[src/core/pwr_pkg.sv]
package pwr_pkg;
   // register offsets (byte addresses, word aligned)
   localparam logic [7:0] REG_MODE_CTRL = 8'h00;
   localparam logic [7:0] REG_CLK_CTRL = 8'h04;
   localparam logic [7:0] REG_STATUS = 8'h08;
   localparam logic [7:0] REG_RESET_CAUSE = 8'h0c;
   localparam logic [7:0] REG_IRQ_STATUS = 8'h10;
   localparam logic [7:0] REG_IRQ_ENABLE = 8'h14;
   localparam logic [7:0] REG_IRQ_CLEAR = 8'h18;
   localparam logic [7:0] REG_WAKE_ENABLE = 8'h1c;
   localparam logic [7:0] REG_SC_CTRL = 8'h20;
   // mode request encoding, bits [1:0] of mode control
   localparam logic [1:0] MODE_ACTIVE = 2'h0;
   localparam logic [1:0] MODE_IDLE = 2'h1;
   localparam logic [1:0] MODE_STANDBY = 2'h2;
   localparam logic [1:0] MODE_SHUTDOWN = 2'h3;
   // low-speed source select, bits [1:0] of clock control; bit 2 enables clock out
   localparam logic [1:0] LSRC_RC = 2'h0;
   localparam logic [1:0] LSRC_XTAL = 2'h1;
   localparam logic [1:0] LSRC_PIN = 2'h2;
   localparam int CLK_OUT_BIT = 2;
   // reset cause codes
   localparam logic [1:0] RST_POWER_ON = 2'h0;
   localparam logic [1:0] RST_PIN = 2'h1;
   localparam logic [1:0] RST_PIN_WAKE = 2'h2;
   // interrupt status bits
   localparam int IRQ_WAKE_BIT = 0;
   localparam int IRQ_ENTER_BIT = 1;
   localparam int IRQ_W = 2;
   // wake source enable bits (standby)
   localparam int WAKE_EXT_BIT = 0;
   localparam int WAKE_RTC_BIT = 1;
   localparam int WAKE_SC_BIT = 2;
   localparam int WAKE_BATMON_BIT = 3;
   localparam int WAKE_W = 4;
   // reset values
   localparam logic [3:0] WAKE_EN_RST = 4'h7;
   localparam logic [2:0] CLK_CTRL_RST = 3'h0;
   // timing: settle time for restored logic before latch release
   localparam int CLK_HZ = 50_000_000;
   localparam int SETTLE_NS = 100;
   localparam int SETTLE_CYC = (SETTLE_NS * (CLK_HZ / 1_000_000) + 999) / 1000;

   typedef enum logic [2:0] {
      ST_ACTIVE,
      ST_WAIT_HALT,
      ST_IDLE,
      ST_STANDBY,
      ST_SHUTDOWN,
      ST_RESTORE
   } pm_state_t;

   typedef struct packed {
      logic [7:0] addr;
      logic [31:0] wdata;
      logic wr;
      logic rd;
   } reg_req_t;

   typedef struct packed {
      logic cpu_clk_en;
      logic mem_clk_en;
      logic periph_clk_en;
      logic periph_pwr_en;
      logic aon_pwr_en;
      logic sc_pwr_en;
   } pwr_ctrl_t;
endpackage : pwr_pkg

[src/core/power_mode_clock_manager.sv]
// Chosen here: the register addresses and the strobed register port.
`timescale 1ns/100ps
// Behaviour
// - active: cpu and enabled peripherals clocked
// - idle: cpu and memory clocks stopped
// - any interrupt wakes idle to active
// - standby: only always-on and sensor controller domains powered
// - standby wake: external, rtc, sensor events
// - standby wake resumes cpu, retention kept
// - standby holds all i/o latched
// - shutdown: all off, i/o latched
// - shutdown wake pin change triggers reset
// - reset cause register shows pin wake until the system reset, which reloads power-on
// - shutdown keeps only latched i/o state
// - sensor processor autonomous, can wake cpu
// - medium-speed clock always from rc oscillator
// - low-speed clock feeds rtc, radio timer
// - low-speed source: rc, crystal or pin
// - clock out only from crystal or rc
// - battery monitor events can wake standby
module power_mode_clock_manager #(
   parameter int IO_W = 8,
   parameter int SETTLE = pwr_pkg::SETTLE_CYC
) (
   // clock and reset
   input wire logic clk_i,
   input wire logic rst_n_i,
   // register port
   input wire pwr_pkg::reg_req_t req_i,
   output logic [31:0] rdata_o,
   // cpu handshake and wake events
   input wire logic cpu_halted_i,
   input wire logic irq_any_i,
   input wire logic wake_ext_i,
   input wire logic wake_rtc_i,
   input wire logic wake_sc_i,
   input wire logic wake_batmon_i,
   input wire logic reset_pin_seen_i,
   // io pins and shutdown wake pins
   input wire logic [IO_W-1:0] io_in_i,
   input wire logic [IO_W-1:0] io_drive_i,
   input wire logic [IO_W-1:0] wake_pin_sel_i,
   output logic [IO_W-1:0] io_out_o,
   output logic io_latched_o,
   // clocks in
   input wire logic ls_rc_clk_i,
   input wire logic ls_xtal_clk_i,
   input wire logic ls_pin_clk_i,
   input wire logic medium_speed_rc_osc_i,
   // clocks and power out
   output logic medium_speed_sys_clk_o,
   output logic low_speed_sys_clk_o,
   output logic ls_clk_pin_o,
   output logic ls_clk_pin_oe_o,
   output pwr_pkg::pwr_ctrl_t pwr_o,
   output logic sc_periph_cpu_own_o,
   output logic wake_reset_o,
   output logic irq_o
);
   initial begin
      if (IO_W < 1 || IO_W > 32) begin
         $error("IO_W out of range");
      end
      if (SETTLE < 1 || SETTLE > 255) begin
         $error("SETTLE out of range");
      end
   end

   // synchronisers for asynchronous inputs
   logic ms_s1_r, ms_s2_r;
   logic [IO_W-1:0] io_s1_r, io_s2_r;
   logic [2:0] ck_s1_r, ck_s2_r;
   logic [3:0] wk_s1_r, wk_s2_r;

   always_ff @(posedge clk_i or negedge rst_n_i) begin
      if (!rst_n_i) begin
         ms_s1_r <= 1'b0;
         ms_s2_r <= 1'b0;
      end else begin
         ms_s1_r <= medium_speed_rc_osc_i;
         ms_s2_r <= ms_s1_r;
      end
   end

   always_ff @(posedge clk_i or negedge rst_n_i) begin
      if (!rst_n_i) begin
         io_s1_r <= '0;
         io_s2_r <= '0;
      end else begin
         io_s1_r <= io_in_i;
         io_s2_r <= io_s1_r;
      end
   end

   // oscillator levels are sampled, not forwarded as true clocks
   always_ff @(posedge clk_i or negedge rst_n_i) begin
      if (!rst_n_i) begin
         ck_s1_r <= '0;
         ck_s2_r <= '0;
      end else begin
         ck_s1_r <= {ls_pin_clk_i, ls_xtal_clk_i, ls_rc_clk_i};
         ck_s2_r <= ck_s1_r;
      end
   end

   always_ff @(posedge clk_i or negedge rst_n_i) begin
      if (!rst_n_i) begin
         wk_s1_r <= '0;
         wk_s2_r <= '0;
      end else begin
         wk_s1_r <= {wake_batmon_i, wake_sc_i, wake_rtc_i, wake_ext_i};
         wk_s2_r <= wk_s1_r;
      end
   end

   function automatic logic reg_hit(input logic [7:0] a, input logic [7:0] off);
      reg_hit = (a == off);
   endfunction : reg_hit

   // control state
   pwr_pkg::pm_state_t st_r, st_nxt;
   logic [1:0] mode_req_r, mode_req_nxt;
   logic [2:0] clk_ctrl_r, clk_ctrl_nxt;
   logic [pwr_pkg::WAKE_W-1:0] wake_en_r, wake_en_nxt;
   logic [pwr_pkg::IRQ_W-1:0] irq_st_r, irq_st_nxt, irq_en_r, irq_en_nxt;
   logic [1:0] rst_cause_r, rst_cause_nxt;
   logic sc_own_r, sc_own_nxt;
   logic [IO_W-1:0] latch_r, latch_nxt;
   logic latched_r, latched_nxt;
   logic [7:0] settle_r, settle_nxt;
   logic wake_rst_r, wake_rst_nxt;
   logic [31:0] rdata_r, rdata_nxt;
   logic stby_wake, pin_change, enter_ev, wake_ev;

   // an event on any enabled standby source; batmon rides the same fabric
   assign stby_wake = |(wk_s2_r & wake_en_r);
   assign pin_change = |((io_s2_r ^ latch_r) & wake_pin_sel_i);

   always_comb begin
      st_nxt = st_r;
      mode_req_nxt = mode_req_r;
      clk_ctrl_nxt = clk_ctrl_r;
      wake_en_nxt = wake_en_r;
      irq_en_nxt = irq_en_r;
      rst_cause_nxt = rst_cause_r;
      sc_own_nxt = sc_own_r;
      latch_nxt = latch_r;
      latched_nxt = latched_r;
      settle_nxt = settle_r;
      wake_rst_nxt = 1'b0;
      rdata_nxt = '0;
      enter_ev = 1'b0;
      wake_ev = 1'b0;
      case (st_r)
         pwr_pkg::ST_ACTIVE: begin
            if (mode_req_r != pwr_pkg::MODE_ACTIVE) begin
               st_nxt = pwr_pkg::ST_WAIT_HALT;
            end
         end

         pwr_pkg::ST_WAIT_HALT: begin
            if (mode_req_r == pwr_pkg::MODE_ACTIVE) begin
               st_nxt = pwr_pkg::ST_ACTIVE;
            end else if (cpu_halted_i) begin
               enter_ev = 1'b1;
               if (mode_req_r == pwr_pkg::MODE_IDLE) begin
                  st_nxt = pwr_pkg::ST_IDLE;
               end else begin
                  // capture pins a cycle before power drops
                  latch_nxt = io_drive_i;
                  latched_nxt = 1'b1;
                  st_nxt = (mode_req_r == pwr_pkg::MODE_STANDBY) ?
                     pwr_pkg::ST_STANDBY : pwr_pkg::ST_SHUTDOWN;
               end
            end
         end

         pwr_pkg::ST_IDLE: begin
            if (irq_any_i) begin
               st_nxt = pwr_pkg::ST_ACTIVE;
               mode_req_nxt = pwr_pkg::MODE_ACTIVE;
               wake_ev = 1'b1;
            end
         end

         pwr_pkg::ST_STANDBY: begin
            if (stby_wake) begin
               st_nxt = pwr_pkg::ST_RESTORE;
               settle_nxt = 8'(SETTLE);
            end
         end

         pwr_pkg::ST_SHUTDOWN: begin
            // only a wake pin gets out; the wake is a full reset
            // repeats while a pin differs; the system reset ends it
            if (pin_change) begin
               wake_rst_nxt = 1'b1;
               rst_cause_nxt = pwr_pkg::RST_PIN_WAKE;
            end
         end

         pwr_pkg::ST_RESTORE: begin
            // latches held until restored logic settles
            if (settle_r == 8'h00) begin
               latched_nxt = 1'b0;
               st_nxt = pwr_pkg::ST_ACTIVE;
               mode_req_nxt = pwr_pkg::MODE_ACTIVE;
               wake_ev = 1'b1;
            end else begin
               settle_nxt = settle_r - 8'h01;
            end
         end
         default: begin
            st_nxt = pwr_pkg::ST_ACTIVE;
         end
      endcase

      if (reset_pin_seen_i) begin
         rst_cause_nxt = pwr_pkg::RST_PIN;
      end

      // register writes; mode taken only in active so an entry is never torn
      if (req_i.wr) begin
         if (reg_hit(req_i.addr, pwr_pkg::REG_MODE_CTRL) && st_r == pwr_pkg::ST_ACTIVE) begin
            mode_req_nxt = req_i.wdata[1:0];
         end
         if (reg_hit(req_i.addr, pwr_pkg::REG_CLK_CTRL)) begin
            clk_ctrl_nxt = req_i.wdata[2:0];
         end
         if (reg_hit(req_i.addr, pwr_pkg::REG_IRQ_ENABLE)) begin
            irq_en_nxt = req_i.wdata[pwr_pkg::IRQ_W-1:0];
         end
         if (reg_hit(req_i.addr, pwr_pkg::REG_WAKE_ENABLE)) begin
            wake_en_nxt = req_i.wdata[pwr_pkg::WAKE_W-1:0];
         end
         if (reg_hit(req_i.addr, pwr_pkg::REG_SC_CTRL)) begin
            sc_own_nxt = req_i.wdata[0];
         end
      end

      // sticky status: set beats clear
      irq_st_nxt = irq_st_r;
      if (req_i.wr && reg_hit(req_i.addr, pwr_pkg::REG_IRQ_CLEAR)) begin
         irq_st_nxt = irq_st_r & ~req_i.wdata[pwr_pkg::IRQ_W-1:0];
      end
      if (wake_ev) begin
         irq_st_nxt[pwr_pkg::IRQ_WAKE_BIT] = 1'b1;
      end
      if (enter_ev) begin
         irq_st_nxt[pwr_pkg::IRQ_ENTER_BIT] = 1'b1;
      end

      // register reads
      if (req_i.rd) begin
         case (req_i.addr)
            pwr_pkg::REG_MODE_CTRL: rdata_nxt = {30'h0, mode_req_r};
            pwr_pkg::REG_CLK_CTRL: rdata_nxt = {29'h0, clk_ctrl_r};
            pwr_pkg::REG_STATUS: rdata_nxt = {28'h0, latched_r, 3'(st_r)};
            pwr_pkg::REG_RESET_CAUSE: rdata_nxt = {30'h0, rst_cause_r};
            pwr_pkg::REG_IRQ_STATUS: rdata_nxt = {30'h0, irq_st_r};
            pwr_pkg::REG_IRQ_ENABLE: rdata_nxt = {30'h0, irq_en_r};
            pwr_pkg::REG_WAKE_ENABLE: rdata_nxt = {28'h0, wake_en_r};
            pwr_pkg::REG_SC_CTRL: rdata_nxt = {31'h0, sc_own_r};
            default: begin
               rdata_nxt = '0;
            end
         endcase
      end
   end

   // states in which the cpu may fetch
   function automatic logic cpu_runs(input pwr_pkg::pm_state_t s);
      cpu_runs = (s == pwr_pkg::ST_ACTIVE || s == pwr_pkg::ST_WAIT_HALT);
   endfunction : cpu_runs

   // clock select and gates
   logic ls_sel, ls_out_ok;
   pwr_pkg::pwr_ctrl_t pwr_nxt;
   logic [IO_W-1:0] io_out_nxt;

   always_comb begin
      case (clk_ctrl_r[1:0])
         pwr_pkg::LSRC_XTAL: begin
            ls_sel = ck_s2_r[1];
         end
         pwr_pkg::LSRC_PIN: begin
            ls_sel = ck_s2_r[2];
         end
         default: begin
            ls_sel = ck_s2_r[0];
         end
      endcase
      // a pin-sourced clock is never echoed back out
      ls_out_ok = clk_ctrl_r[pwr_pkg::CLK_OUT_BIT] &&
         clk_ctrl_r[1:0] != pwr_pkg::LSRC_PIN;

      // gates follow the state a cycle late, so pins latch first
      pwr_nxt.cpu_clk_en = cpu_runs(st_r);
      pwr_nxt.mem_clk_en = pwr_nxt.cpu_clk_en;
      pwr_nxt.periph_clk_en = cpu_runs(st_r) || st_r == pwr_pkg::ST_IDLE;
      pwr_nxt.periph_pwr_en = (st_r != pwr_pkg::ST_STANDBY && st_r != pwr_pkg::ST_SHUTDOWN);
      pwr_nxt.aon_pwr_en = (st_r != pwr_pkg::ST_SHUTDOWN);
      pwr_nxt.sc_pwr_en = (st_r != pwr_pkg::ST_SHUTDOWN);
      io_out_nxt = latched_r ? latch_r : io_drive_i;
   end

   // sequencer state
   always_ff @(posedge clk_i or negedge rst_n_i) begin
      if (!rst_n_i) begin
         st_r <= pwr_pkg::ST_ACTIVE;
         latch_r <= '0;
         latched_r <= 1'b0;
         settle_r <= '0;
         wake_rst_r <= 1'b0;
      end else begin
         st_r <= st_nxt;
         latch_r <= latch_nxt;
         latched_r <= latched_nxt;
         settle_r <= settle_nxt;
         wake_rst_r <= wake_rst_nxt;
      end
   end

   // software-visible registers
   always_ff @(posedge clk_i or negedge rst_n_i) begin
      if (!rst_n_i) begin
         mode_req_r <= pwr_pkg::MODE_ACTIVE;
         clk_ctrl_r <= pwr_pkg::CLK_CTRL_RST;
         wake_en_r <= pwr_pkg::WAKE_EN_RST;
         irq_st_r <= '0;
         irq_en_r <= '0;
         rst_cause_r <= pwr_pkg::RST_POWER_ON;
         sc_own_r <= 1'b0;
         rdata_r <= '0;
      end else begin
         mode_req_r <= mode_req_nxt;
         clk_ctrl_r <= clk_ctrl_nxt;
         wake_en_r <= wake_en_nxt;
         irq_st_r <= irq_st_nxt;
         irq_en_r <= irq_en_nxt;
         rst_cause_r <= rst_cause_nxt;
         sc_own_r <= sc_own_nxt;
         rdata_r <= rdata_nxt;
      end
   end

   // registered outputs
   always_ff @(posedge clk_i or negedge rst_n_i) begin
      if (!rst_n_i) begin
         pwr_o <= '1;
         io_out_o <= '0;
         medium_speed_sys_clk_o <= 1'b0;
         low_speed_sys_clk_o <= 1'b0;
         ls_clk_pin_o <= 1'b0;
         ls_clk_pin_oe_o <= 1'b0;
         irq_o <= 1'b0;
      end else begin
         pwr_o <= pwr_nxt;
         io_out_o <= io_out_nxt;
         medium_speed_sys_clk_o <= ms_s2_r;
         low_speed_sys_clk_o <= ls_sel;
         ls_clk_pin_o <= ls_out_ok & ls_sel;
         ls_clk_pin_oe_o <= ls_out_ok;
         irq_o <= |(irq_st_nxt & irq_en_r);
      end
   end

   assign rdata_o = rdata_r;
   assign io_latched_o = latched_r;
   assign wake_reset_o = wake_rst_r;
   assign sc_periph_cpu_own_o = sc_own_r;
endmodule : power_mode_clock_manager

[config.mk]
export PLATFORM = sky130hd
export DESIGN_NAME = power_mode_clock_manager
export DESIGN_NICKNAME = d
export VERILOG_FILES = /design/src/core/pwr_pkg.sv /design/src/core/power_mode_clock_manager.sv
export SDC_FILE = /design/constraint.sdc
export NUM_CORES = 1
export LEC_CHECK = 0
export ABC_AREA = 1
export BUFFER_PORTS_ARGS = -buffer_cell sky130_fd_sc_hd__buf_2
export CORE_ASPECT_RATIO = 0.5
export CORE_MARGIN = 1.5
export CORE_UTILIZATION = 30
export CTS_CLUSTER_SIZE = 16
export DETAILED_ROUTE_END_ITERATION = 6
export PLACE_DENSITY = 0.51
export REMOVE_ABC_BUFFERS = 1
export SYNTH_ARGS = -nofsm -noshare
export SYNTH_HDL_FRONTEND = slang
export SYNTH_SLANG_ARGS = --single-unit
[constraint.sdc]
create_clock -name clk_i -period 1.6 [get_ports clk_i]
set_clock_uncertainty 0.15 [all_clocks]
set_input_delay 0.08 -clock clk_i [delete_from_list [all_inputs] [get_ports clk_i]]
set_output_delay 0.08 -clock clk_i [all_outputs]
set_load 0.01 [all_outputs]
* Word level (Yosys, flattened, before mapping)
Index checks and enable logic that the tools add are counted.
** Word-level totals
- Register bits :: 118
- Bits of input ports :: 79
- Output and inout port bits :: 54
- Logic and storage cells :: 138
** Cells by class
- Add/sub/neg operators :: 1
- Equal/unequal tests :: 29
- Muxes and demuxes :: 40
- Bitwise logic cells :: 10
- Reduce and logical (&&, ||, !) cells :: 27
** Operators by type and width (count)
- 8-bit by 5-bit == test with 1-bit output, second input constant :: 4
- 4-bit one-hot mux with 8 select lines :: 1
- 3-bit two-way mux :: 8
- 8-bit two-way mux :: 3
- 2-bit inequality test, second input constant :: 9
- 3-bit one-hot mux with 6 select lines :: 1
- 8-bit by 4-bit == test with 1-bit output, second input constant :: 2
- 8-bit logical NOT :: 2
- 2-bit two-way mux :: 8
- 8-bit one-hot mux with 2 select lines :: 1
- 1-bit two-way mux :: 13
- 2-bit AND reduction :: 5
- 2-bit nonzero test :: 5
- 8-bit bitwise AND :: 1
- 8-bit by 3-bit == test with 1-bit output, second input constant :: 1
- 8-bit by 6-bit == test with 1-bit output, second input constant :: 1
- 8-bit OR reduction :: 1
- 8-bit by 1-bit subtractor with 8-bit output, second input constant :: 1
- 8-bit bitwise XOR :: 1
- 3-bit by 2-bit == test with 1-bit output, second input constant :: 2
- 3-bit == test, second input constant :: 2
- 3-bit inequality test, second input constant :: 2
- 1-bit one-hot mux with 2 select lines :: 3
- 6-bit AND reduction :: 1
- other kinds (20) :: 29

* Depth between registers and ports, before layout
Gate-level depths: netlist of run 1.
- Depth after elaboration :: 6
- Gate-level depth with buffers :: 10
- Mapped depth without buffers :: 10

* Least setup slack after synthesis of run 1
No wires, ideal clock.
- Kind :: reg-to-reg
- Start point :: register mode_req_r[0]
- End point :: register latch_r[7]
- Arrival :: 1.383 ns
- Data required time :: 1.333 ns
- Path slack :: -0.050 ns
- Stages on the path, launching flop included :: 10
- Path buffers :: 2
- Path through :: dfrtp_1 -> inv_1 -> ha_1 -> nor2_2 -> nand2_1 -> or2_1 -> buf_6 -> buf_12 -> nand2_2 -> o21ai_2
** On the way
- Word-level cells in the longest chain between the ends :: 3
- Elaborated cells on any way between the ends :: 5
** RTL lines
- start, declared :: line power_mode_clock_manager.sv:122 : logic [1:0] mode_req_r, mode_req_nxt;
- start signal, assigned :: line power_mode_clock_manager.sv:327 : mode_req_r <= pwr_pkg::MODE_ACTIVE;
- start signal, assigned :: line power_mode_clock_manager.sv:336 : mode_req_r <= mode_req_nxt;
- 2-bit by 1-bit == test with 1-bit output / 2-bit logical NOT (equally long branches) :: line power_mode_clock_manager.sv:166, power_mode_clock_manager.sv:162
- 1-bit inverter (no line)
- 4-bit AND reduction (no line) (*)
- end signal, assigned :: line power_mode_clock_manager.sv:317 : latch_r <= latch_nxt;
- end, declared :: line power_mode_clock_manager.sv:128 : logic [IO_W-1:0] latch_r, latch_nxt;
Every way passes the cells marked *; elsewhere a longest branch is shown, timed or not.
A chain may end at the register's enable or synchronous reset.

* Final worst setup path of run 1
- Start point :: register settle_r[0]
- End point :: register settle_r[3]
** On the way
- Word-level cells in the longest chain between the ends :: 3
- Elaborated cells on any way between the ends :: 6
** RTL lines
- start, declared :: line power_mode_clock_manager.sv:130 : logic [7:0] settle_r, settle_nxt;
- start signal, assigned :: line power_mode_clock_manager.sv:319 : settle_r <= settle_nxt;
- 8-bit by 1-bit subtractor with 8-bit output / 8-bit logical NOT (equally long branches) :: line power_mode_clock_manager.sv:210, power_mode_clock_manager.sv:204
- 8-bit two-way mux / 2-bit inequality test (equally long branches)
- 8-bit one-hot mux with 2 select lines / 3-bit AND reduction (equally long branches)
Several ways; a longest one is shown, not always the timed one. The select of a mux whose other input is x is not followed.

==> results of run 1 <==
-- worst max-delay path, stage by stage (launching register included) --
cell	delay (ns)
dfrtp_1	0.39
inv_2	0.08
ha_4	0.14
nand3_4	0.07
nor2_4	0.14
nor2_4	0.06
o21bai_4	0.18
clkbuf_16	0.20
o21ai_2	0.05
-- metrics by stage --
stage	total power, uW	util [%]
global placement	2684	37.00
floorplan	2518	-
detailed placement	2689	37.00
CTS	5129	42.92
global route	5269	43.54
finish	5025	43.54
-- report_power, final --
| group | total [uW] | internal [uW] | switching [uW] | leakage (uW) |
|---|---|---|---|---|
| sequential | 2370 | 2340 | 29.4 | 0.00113 |
| combinational | 327 | 146 | 181 | 0.00158 |
| clock | 2320 | 1430 | 897 | 0.000157 |
| total | 5020 | 3920 | 1110 | 0.00287 |
-- cell usage after synthesis, drive strengths merged --
library cell / n
nand4: 2
a21oi: 9
conb: 1
a211oi: 1
nand3: 38
ha: 8
nor3: 3
buf: 33
dfrtp: 83
a22o: 1
clkbuf: 2
dfstp: 7
o21ai: 45
nand2: 116
o21bai: 1
inv: 68
or2: 2
a22oi: 1
nor2: 39
-- per-layer routing --
layer / GRT usage, % / vias to the layer above / share of wire [%] / wire length [um]
li1: - / 1683 / - / -
met1: 17.56 / 1504 / 48 / 4443
met2: 22.03 / 86 / 46 / 4238
met3: 3.415 / 5 / 4.7 / 430
met4: 3.815 / 0 / 0.69 / 63
met5: 0 / - / 0 / 0
-- kinds of logic after synthesis --
| logic type | count (synthesis) | share of synthesized area (%) |
|---|---|---|
| simple gates | 200 | 20.59 |
| buf+inv | 103 | 12.93 |
| flops | 90 | 55.13 |
| compound gates | 58 | 8.816 |
| fa+ha+maj | 8 | 2.441 |
| other cells | 1 | 0.09143 |
-- timing repair --
action / 4_1_cts / 5_1_grt
cloned: 1 / 2
endpoints found under the hold margin: 136 / 0
gates resized for setup: 13 / 31
hold buffers: 33 / 0
setup endpoints to repair: 17 / 24
buffers inserted: 4 / 3
pin swaps: 5 / 9
-- registers in the layout (all words and copies together), names as in the netlist, 8 cells and up --
register and flops:
io_s2_r 8, latch_r 8, io_s1_r 8, io_out_o 8, settle_r 8
-- path summary, 6_finish.rpt --
| check | depth (start not counted) | end | slack (ns) |
|---|---|---|---|
| max | 8 | settle_r[3] | 0.02 |
| min | 5 | sc_periph_cpu_own_o | 0.01 |
| max reg2reg | 8 | settle_r[3] | 0.02 |
| min reg2reg | 0 | io_s2_r[1] | 0.19 |
| max in group asynchronous | 3 | wake_en_r[0] | 0.70 |
| min in group asynchronous | 2 | ck_s1_r[2] | 0.04 |
-- final cells by class --
cell class | instances | area share [%]
clock inverters | 6 | 1.681
clock buffers | 10 | 4.226
inverters | 68 | 4.513
repair buffers | 147 | 18.63
multi-input cells | 296 | 27.17
flip-flops and latches | 90 | 40.02
well taps | 170 | 3.761
==> results.cfg, run 1 <==
[layout]
nFillCells = 1288
fin_cells = 787
multiInputGateArea_um2 = 1536
area.sequential_um2 = 2263
design.final.nets = 699
syn_to_final_growth_pct = 37.89
design_area_um2 = 5655
mostFrequentLayoutCells = nand2_1, dfrtp_1, buf_2
drive_above_1_share_pct = 32.09
layout_commonest_cell = nand2_1
diodes = 0

[logic_synthesis]
yosys-top-cells-area = dfrtp_1, nand2_1, inv_1
synthCells = 460
ys_ff_latch = 90
synth.distinct_cells = 28
ys_warn_count = 0
ys_seq_area_share_pct = 55.13
synth_top_area_share_pct = 50.64
netlist.top_cell.by_area = dfrtp_1
avgSynthCellArea_um2 = 8.916
syn-cell-area_um2 = 4101

[setup_path]
r2r-start = settle_r[0]
start_kind = flip-flop
crit_type = flip-flop to flip-flop
required_ns = 1.67
setup.worst_path.start = settle_r[0]
endpoint_kind = flip-flop
worstPathArrival_ns = 1.65
crit_fanout = 7

[grt]
antenna_found_initial = 0
grt-ovfl-total = 0
track_usage_pct = 13.37
grt_max_degree = 30
grt_pass1_vias = 3191
grt_pass1_wl_mm = 15.10

[clock_tree]
clkLatencyLatePin_ns = 0.33
root_buffer = clkbuf_16
cts_buffer_depth = 2
clkTransAtPathRegs_ns = 0.06
tritoncts = yes
clock_sinks = 90
cts_inserted_buffers = 9
cts.htree.levels = 3

[job]
max-cap-violations = 0

[pwr]
p_leak_uw = 0.002866
vdd_drop_max_mv = 0.5142
power.density_nw_per_um2 = 888.5

[floorplanning]
core_area_um2 = 12990
rows = 29
start_util_pct = 31.57
ioPinCount = 133
die_width_um = 168.4
die_h_um = 85.68
dieArea_um2 = 14420

[place]
dp_hpwl_mm = 6.492
placed_area_um2 = 4806
placedCellCount = 729
portBuffers = 76
pre_cts_ws_ns = -0.07753
place.gp.congestion = 0.8030

[timing]
fin_ws_ns = 0.02179
fin_hold_ws_ns = 0.01257
min_period_over_period_pct = 98.64
timing.final.crit_period_ns = 1.578
fin_tns_setup_ns = 0
rsz0062_at_grt = yes
fmax_mhz = 633.6
drv_slew = 0
setup_viol = 0
hold_viol = 0

[drt]
wl_per_cell_um = 11.66
viasPerCell = 4.165
route.detailed.drc = 0
drt-total-wl_mm = 9.176
vias = 3278
drt_iter0_markers = 144
dr.pass1.iters = 4
ant_nets = 0

[min_path]
min_path_type = input port to flip-flop
min_from = req_i[39]

[run_status]
outcome = finished clean
(Power assumes the default switching activity.)
==> run 2, diff against run 1 <==
--- a/config.mk
+++ b/config.mk
@@ -8,12 +8,12 @@
 export ABC_AREA = 1
 export BUFFER_PORTS_ARGS = -buffer_cell sky130_fd_sc_hd__buf_2
 export CORE_ASPECT_RATIO = 0.5
-export CORE_MARGIN = 1.5
 export CORE_UTILIZATION = 30
 export CTS_CLUSTER_SIZE = 16
 export DETAILED_ROUTE_END_ITERATION = 6
 export PLACE_DENSITY = 0.51
 export REMOVE_ABC_BUFFERS = 1
+export SLEW_MARGIN = 0
 export SYNTH_ARGS = -nofsm -noshare
 export SYNTH_HDL_FRONTEND = slang
 export SYNTH_SLANG_ARGS = --single-unit
==> run 2 against run 1 <==
Compared with the run above: the run now ends with setup timing left; critical path type unchanged; non-clock buffer count shrank 4; largest power group unchanged; global-route usage is 0.49 points lower; core utilization shrank 0.68 points; sequential share of layout area rose by 0.62 points; power down 4.2%; setup slack lost 0.033 ns; register-to-register slack got worse by 0.03 ns.
==> results.cfg, run 2 (synthesized netlist as in run 1, its figures left out) <==
[run_status]
outcome = complete, but fails checks
violations = setup timing

[floorplanning]
rows = 29
ioPinCount = 133
start_util_pct = 31.57
dieArea_um2 = 14170
die_h_um = 84.68
core_area_um2 = 12990
die_width_um = 167.4

[grt]
grt_pass1_vias = 3045
grt_pass1_wl_mm = 14.28
track_usage_pct = 12.88
grt-ovfl-total = 0
antenna_found_initial = 0
grt_max_degree = 32

[setup_path]
start_kind = flip-flop
setup.worst_path.start = settle_r[1]
r2r-start = settle_r[1]
reg2reg_to = settle_r[2]
r2r_slack_ns = -0.01
endpoint_kind = flip-flop
crit_type = flip-flop to flip-flop
required_ns = 1.67
r2r_cells = 8
endpoint = settle_r[2]
crit_fanout = 7
worstPathArrival_ns = 1.68

[layout]
diodes = 0
mostFrequentLayoutCells = nand2_1, dfrtp_1, buf_2
drive_above_1_share_pct = 30.18
design.final.nets = 695
post-route-util_pct = 42.85
area.sequential_um2 = 2262
nFillCells = 1292
multiInputGateArea_um2 = 1519
layout_commonest_cell = nand2_1
syn_to_final_growth_pct = 35.72

[place]
portBuffers = 76
dp_hpwl_mm = 6.497
place.gp.congestion = 0.8065
pre_cts_ws_ns = -0.03244

[clock_tree]
cts_inserted_buffers = 9
cts_buffer_depth = 2
root_buffer = clkbuf_16
tritoncts = yes
cts.htree.levels = 3
clock_sinks = 90
clkTransAtPathRegs_ns = 0.06
clkLatencyLatePin_ns = 0.34

[timing]
setup_viol = 7
fin_ws_ns = -0.01107
fmax_mhz = 620.7
drv_slew = 0
hold_viol = 0
rsz0062_at_grt = yes
min_period_over_period_pct = 100.7
timing.final.crit_period_ns = 1.611

[pwr]
power.density_nw_per_um2 = 864.7
power.share.clock_pct = 43.9
internal_power_uw = 3707
p_seq_share_pct = 49.3
swShare_pct = 22.98
power_switching_uw = 1106
p_comb_share_pct = 6.8
vdd_drop_max_mv = 0.4380
p_leak_uw = 0.002832

[drt]
dr.pass1.iters = 4
route.detailed.drc = 0
viasPerCell = 4.175
drt_iter0_markers = 134
ant_nets = 0
vias = 3269
drt-total-wl_mm = 9.004
wl_per_cell_um = 11.50

[min_path]
min_path_type = input port to flip-flop
min_from = req_i[39]

[job]
max-cap-violations = 0
==> run 2: power groups by stage <==
stage | Combinational, uW | Sequential [uW] | Clock [uW]
2_1_floorplan | 106 | 2410 | 0
3_3_place_gp | 267 | 2410 | 0
3_5_place_dp | 272 | 2420 | 0
4_1_cts | 333 | 2370 | 2190
5_1_grt | 374 | 2380 | 2280
6_report | 328 | 2370 | 2110
==> run 2: what timing repair did <==
action	CTS	global route
pin swaps	1	12
gates cloned	0	3
buffers inserted	0	6
hold buffers	33	0
endpoints found under the setup margin	16	23
endpoints found under the hold margin	137	0
gates resized for setup	3	32
==> run 2: per-layer routing <==
metal / up-vias / track usage, % / share of wire, % / wire length (um)
li1: 1681 / - / - / -
met1: 1505 / 16.54 / 50 / 4500
met2: 75 / 20.83 / 45 / 4051
met3: 8 / 4.102 / 3.9 / 355
met4: 0 / 3.837 / 1.1 / 96
met5: - / 0 / 0 / 0
==> run 2: worst min path at each step <==
| stage | endpoint | slack, ns | depth (start not counted) |
|---|---|---|---|
| after global placement | ls_clk_pin_o | -0.11 | 1 |
| after global routing | rdata_o[3] | 0.03 | 5 |
| after floorplan | ck_s1_r[0] | -0.37 | 0 |
| final | sc_periph_cpu_own_o | 0.008 | 5 |
| after CTS | rdata_o[3] | 0.004 | 5 |
| after detailed placement | ls_clk_pin_o | -0.11 | 1 |
==> run 2: per-stage QoR <==
| step | cell area [um2] | instances | hold WS [ns] | total power (uW) | TNS, ns |
|---|---|---|---|---|---|
| 6_report | 5567 | 783 | 0.007758 | 4813 | -0.03336 |
| 5_1_grt | 5567 | 783 | 0.03203 | 5028 | -0.7045 |
| 4_1_cts | 5423 | 775 | 0.003791 | 4896 | 0 |
| 3_5_place_dp | 4783 | 726 | -0.1096 | 2688 | -0.2193 |
| 3_3_place_gp | 4783 | 726 | -0.1145 | 2681 | -0.07043 |
| 2_1_floorplan | 3928 | 452 | -0.3656 | 2518 | -2.535 |
==> run 2: cell type report <==
type | instances | area share (%)
inverters | 68 | 4.585
repair buffers | 143 | 18.39
multi-input cells | 296 | 27.29
clock buffers | 10 | 4.113
clock inverters | 6 | 1.169
well taps | 170 | 3.821
flip-flops and latches | 90 | 40.64
==> run 2: critical path, stage by stage (launching register included) <==
cell and delay, ns:
dfrtp_1 0.38, inv_2 0.08, ha_4 0.14, nand3_4 0.06, nor2_4 0.16, nor2_4 0.07, o21bai_4 0.21, clkbuf_16 0.20
o21ai_2 0.05
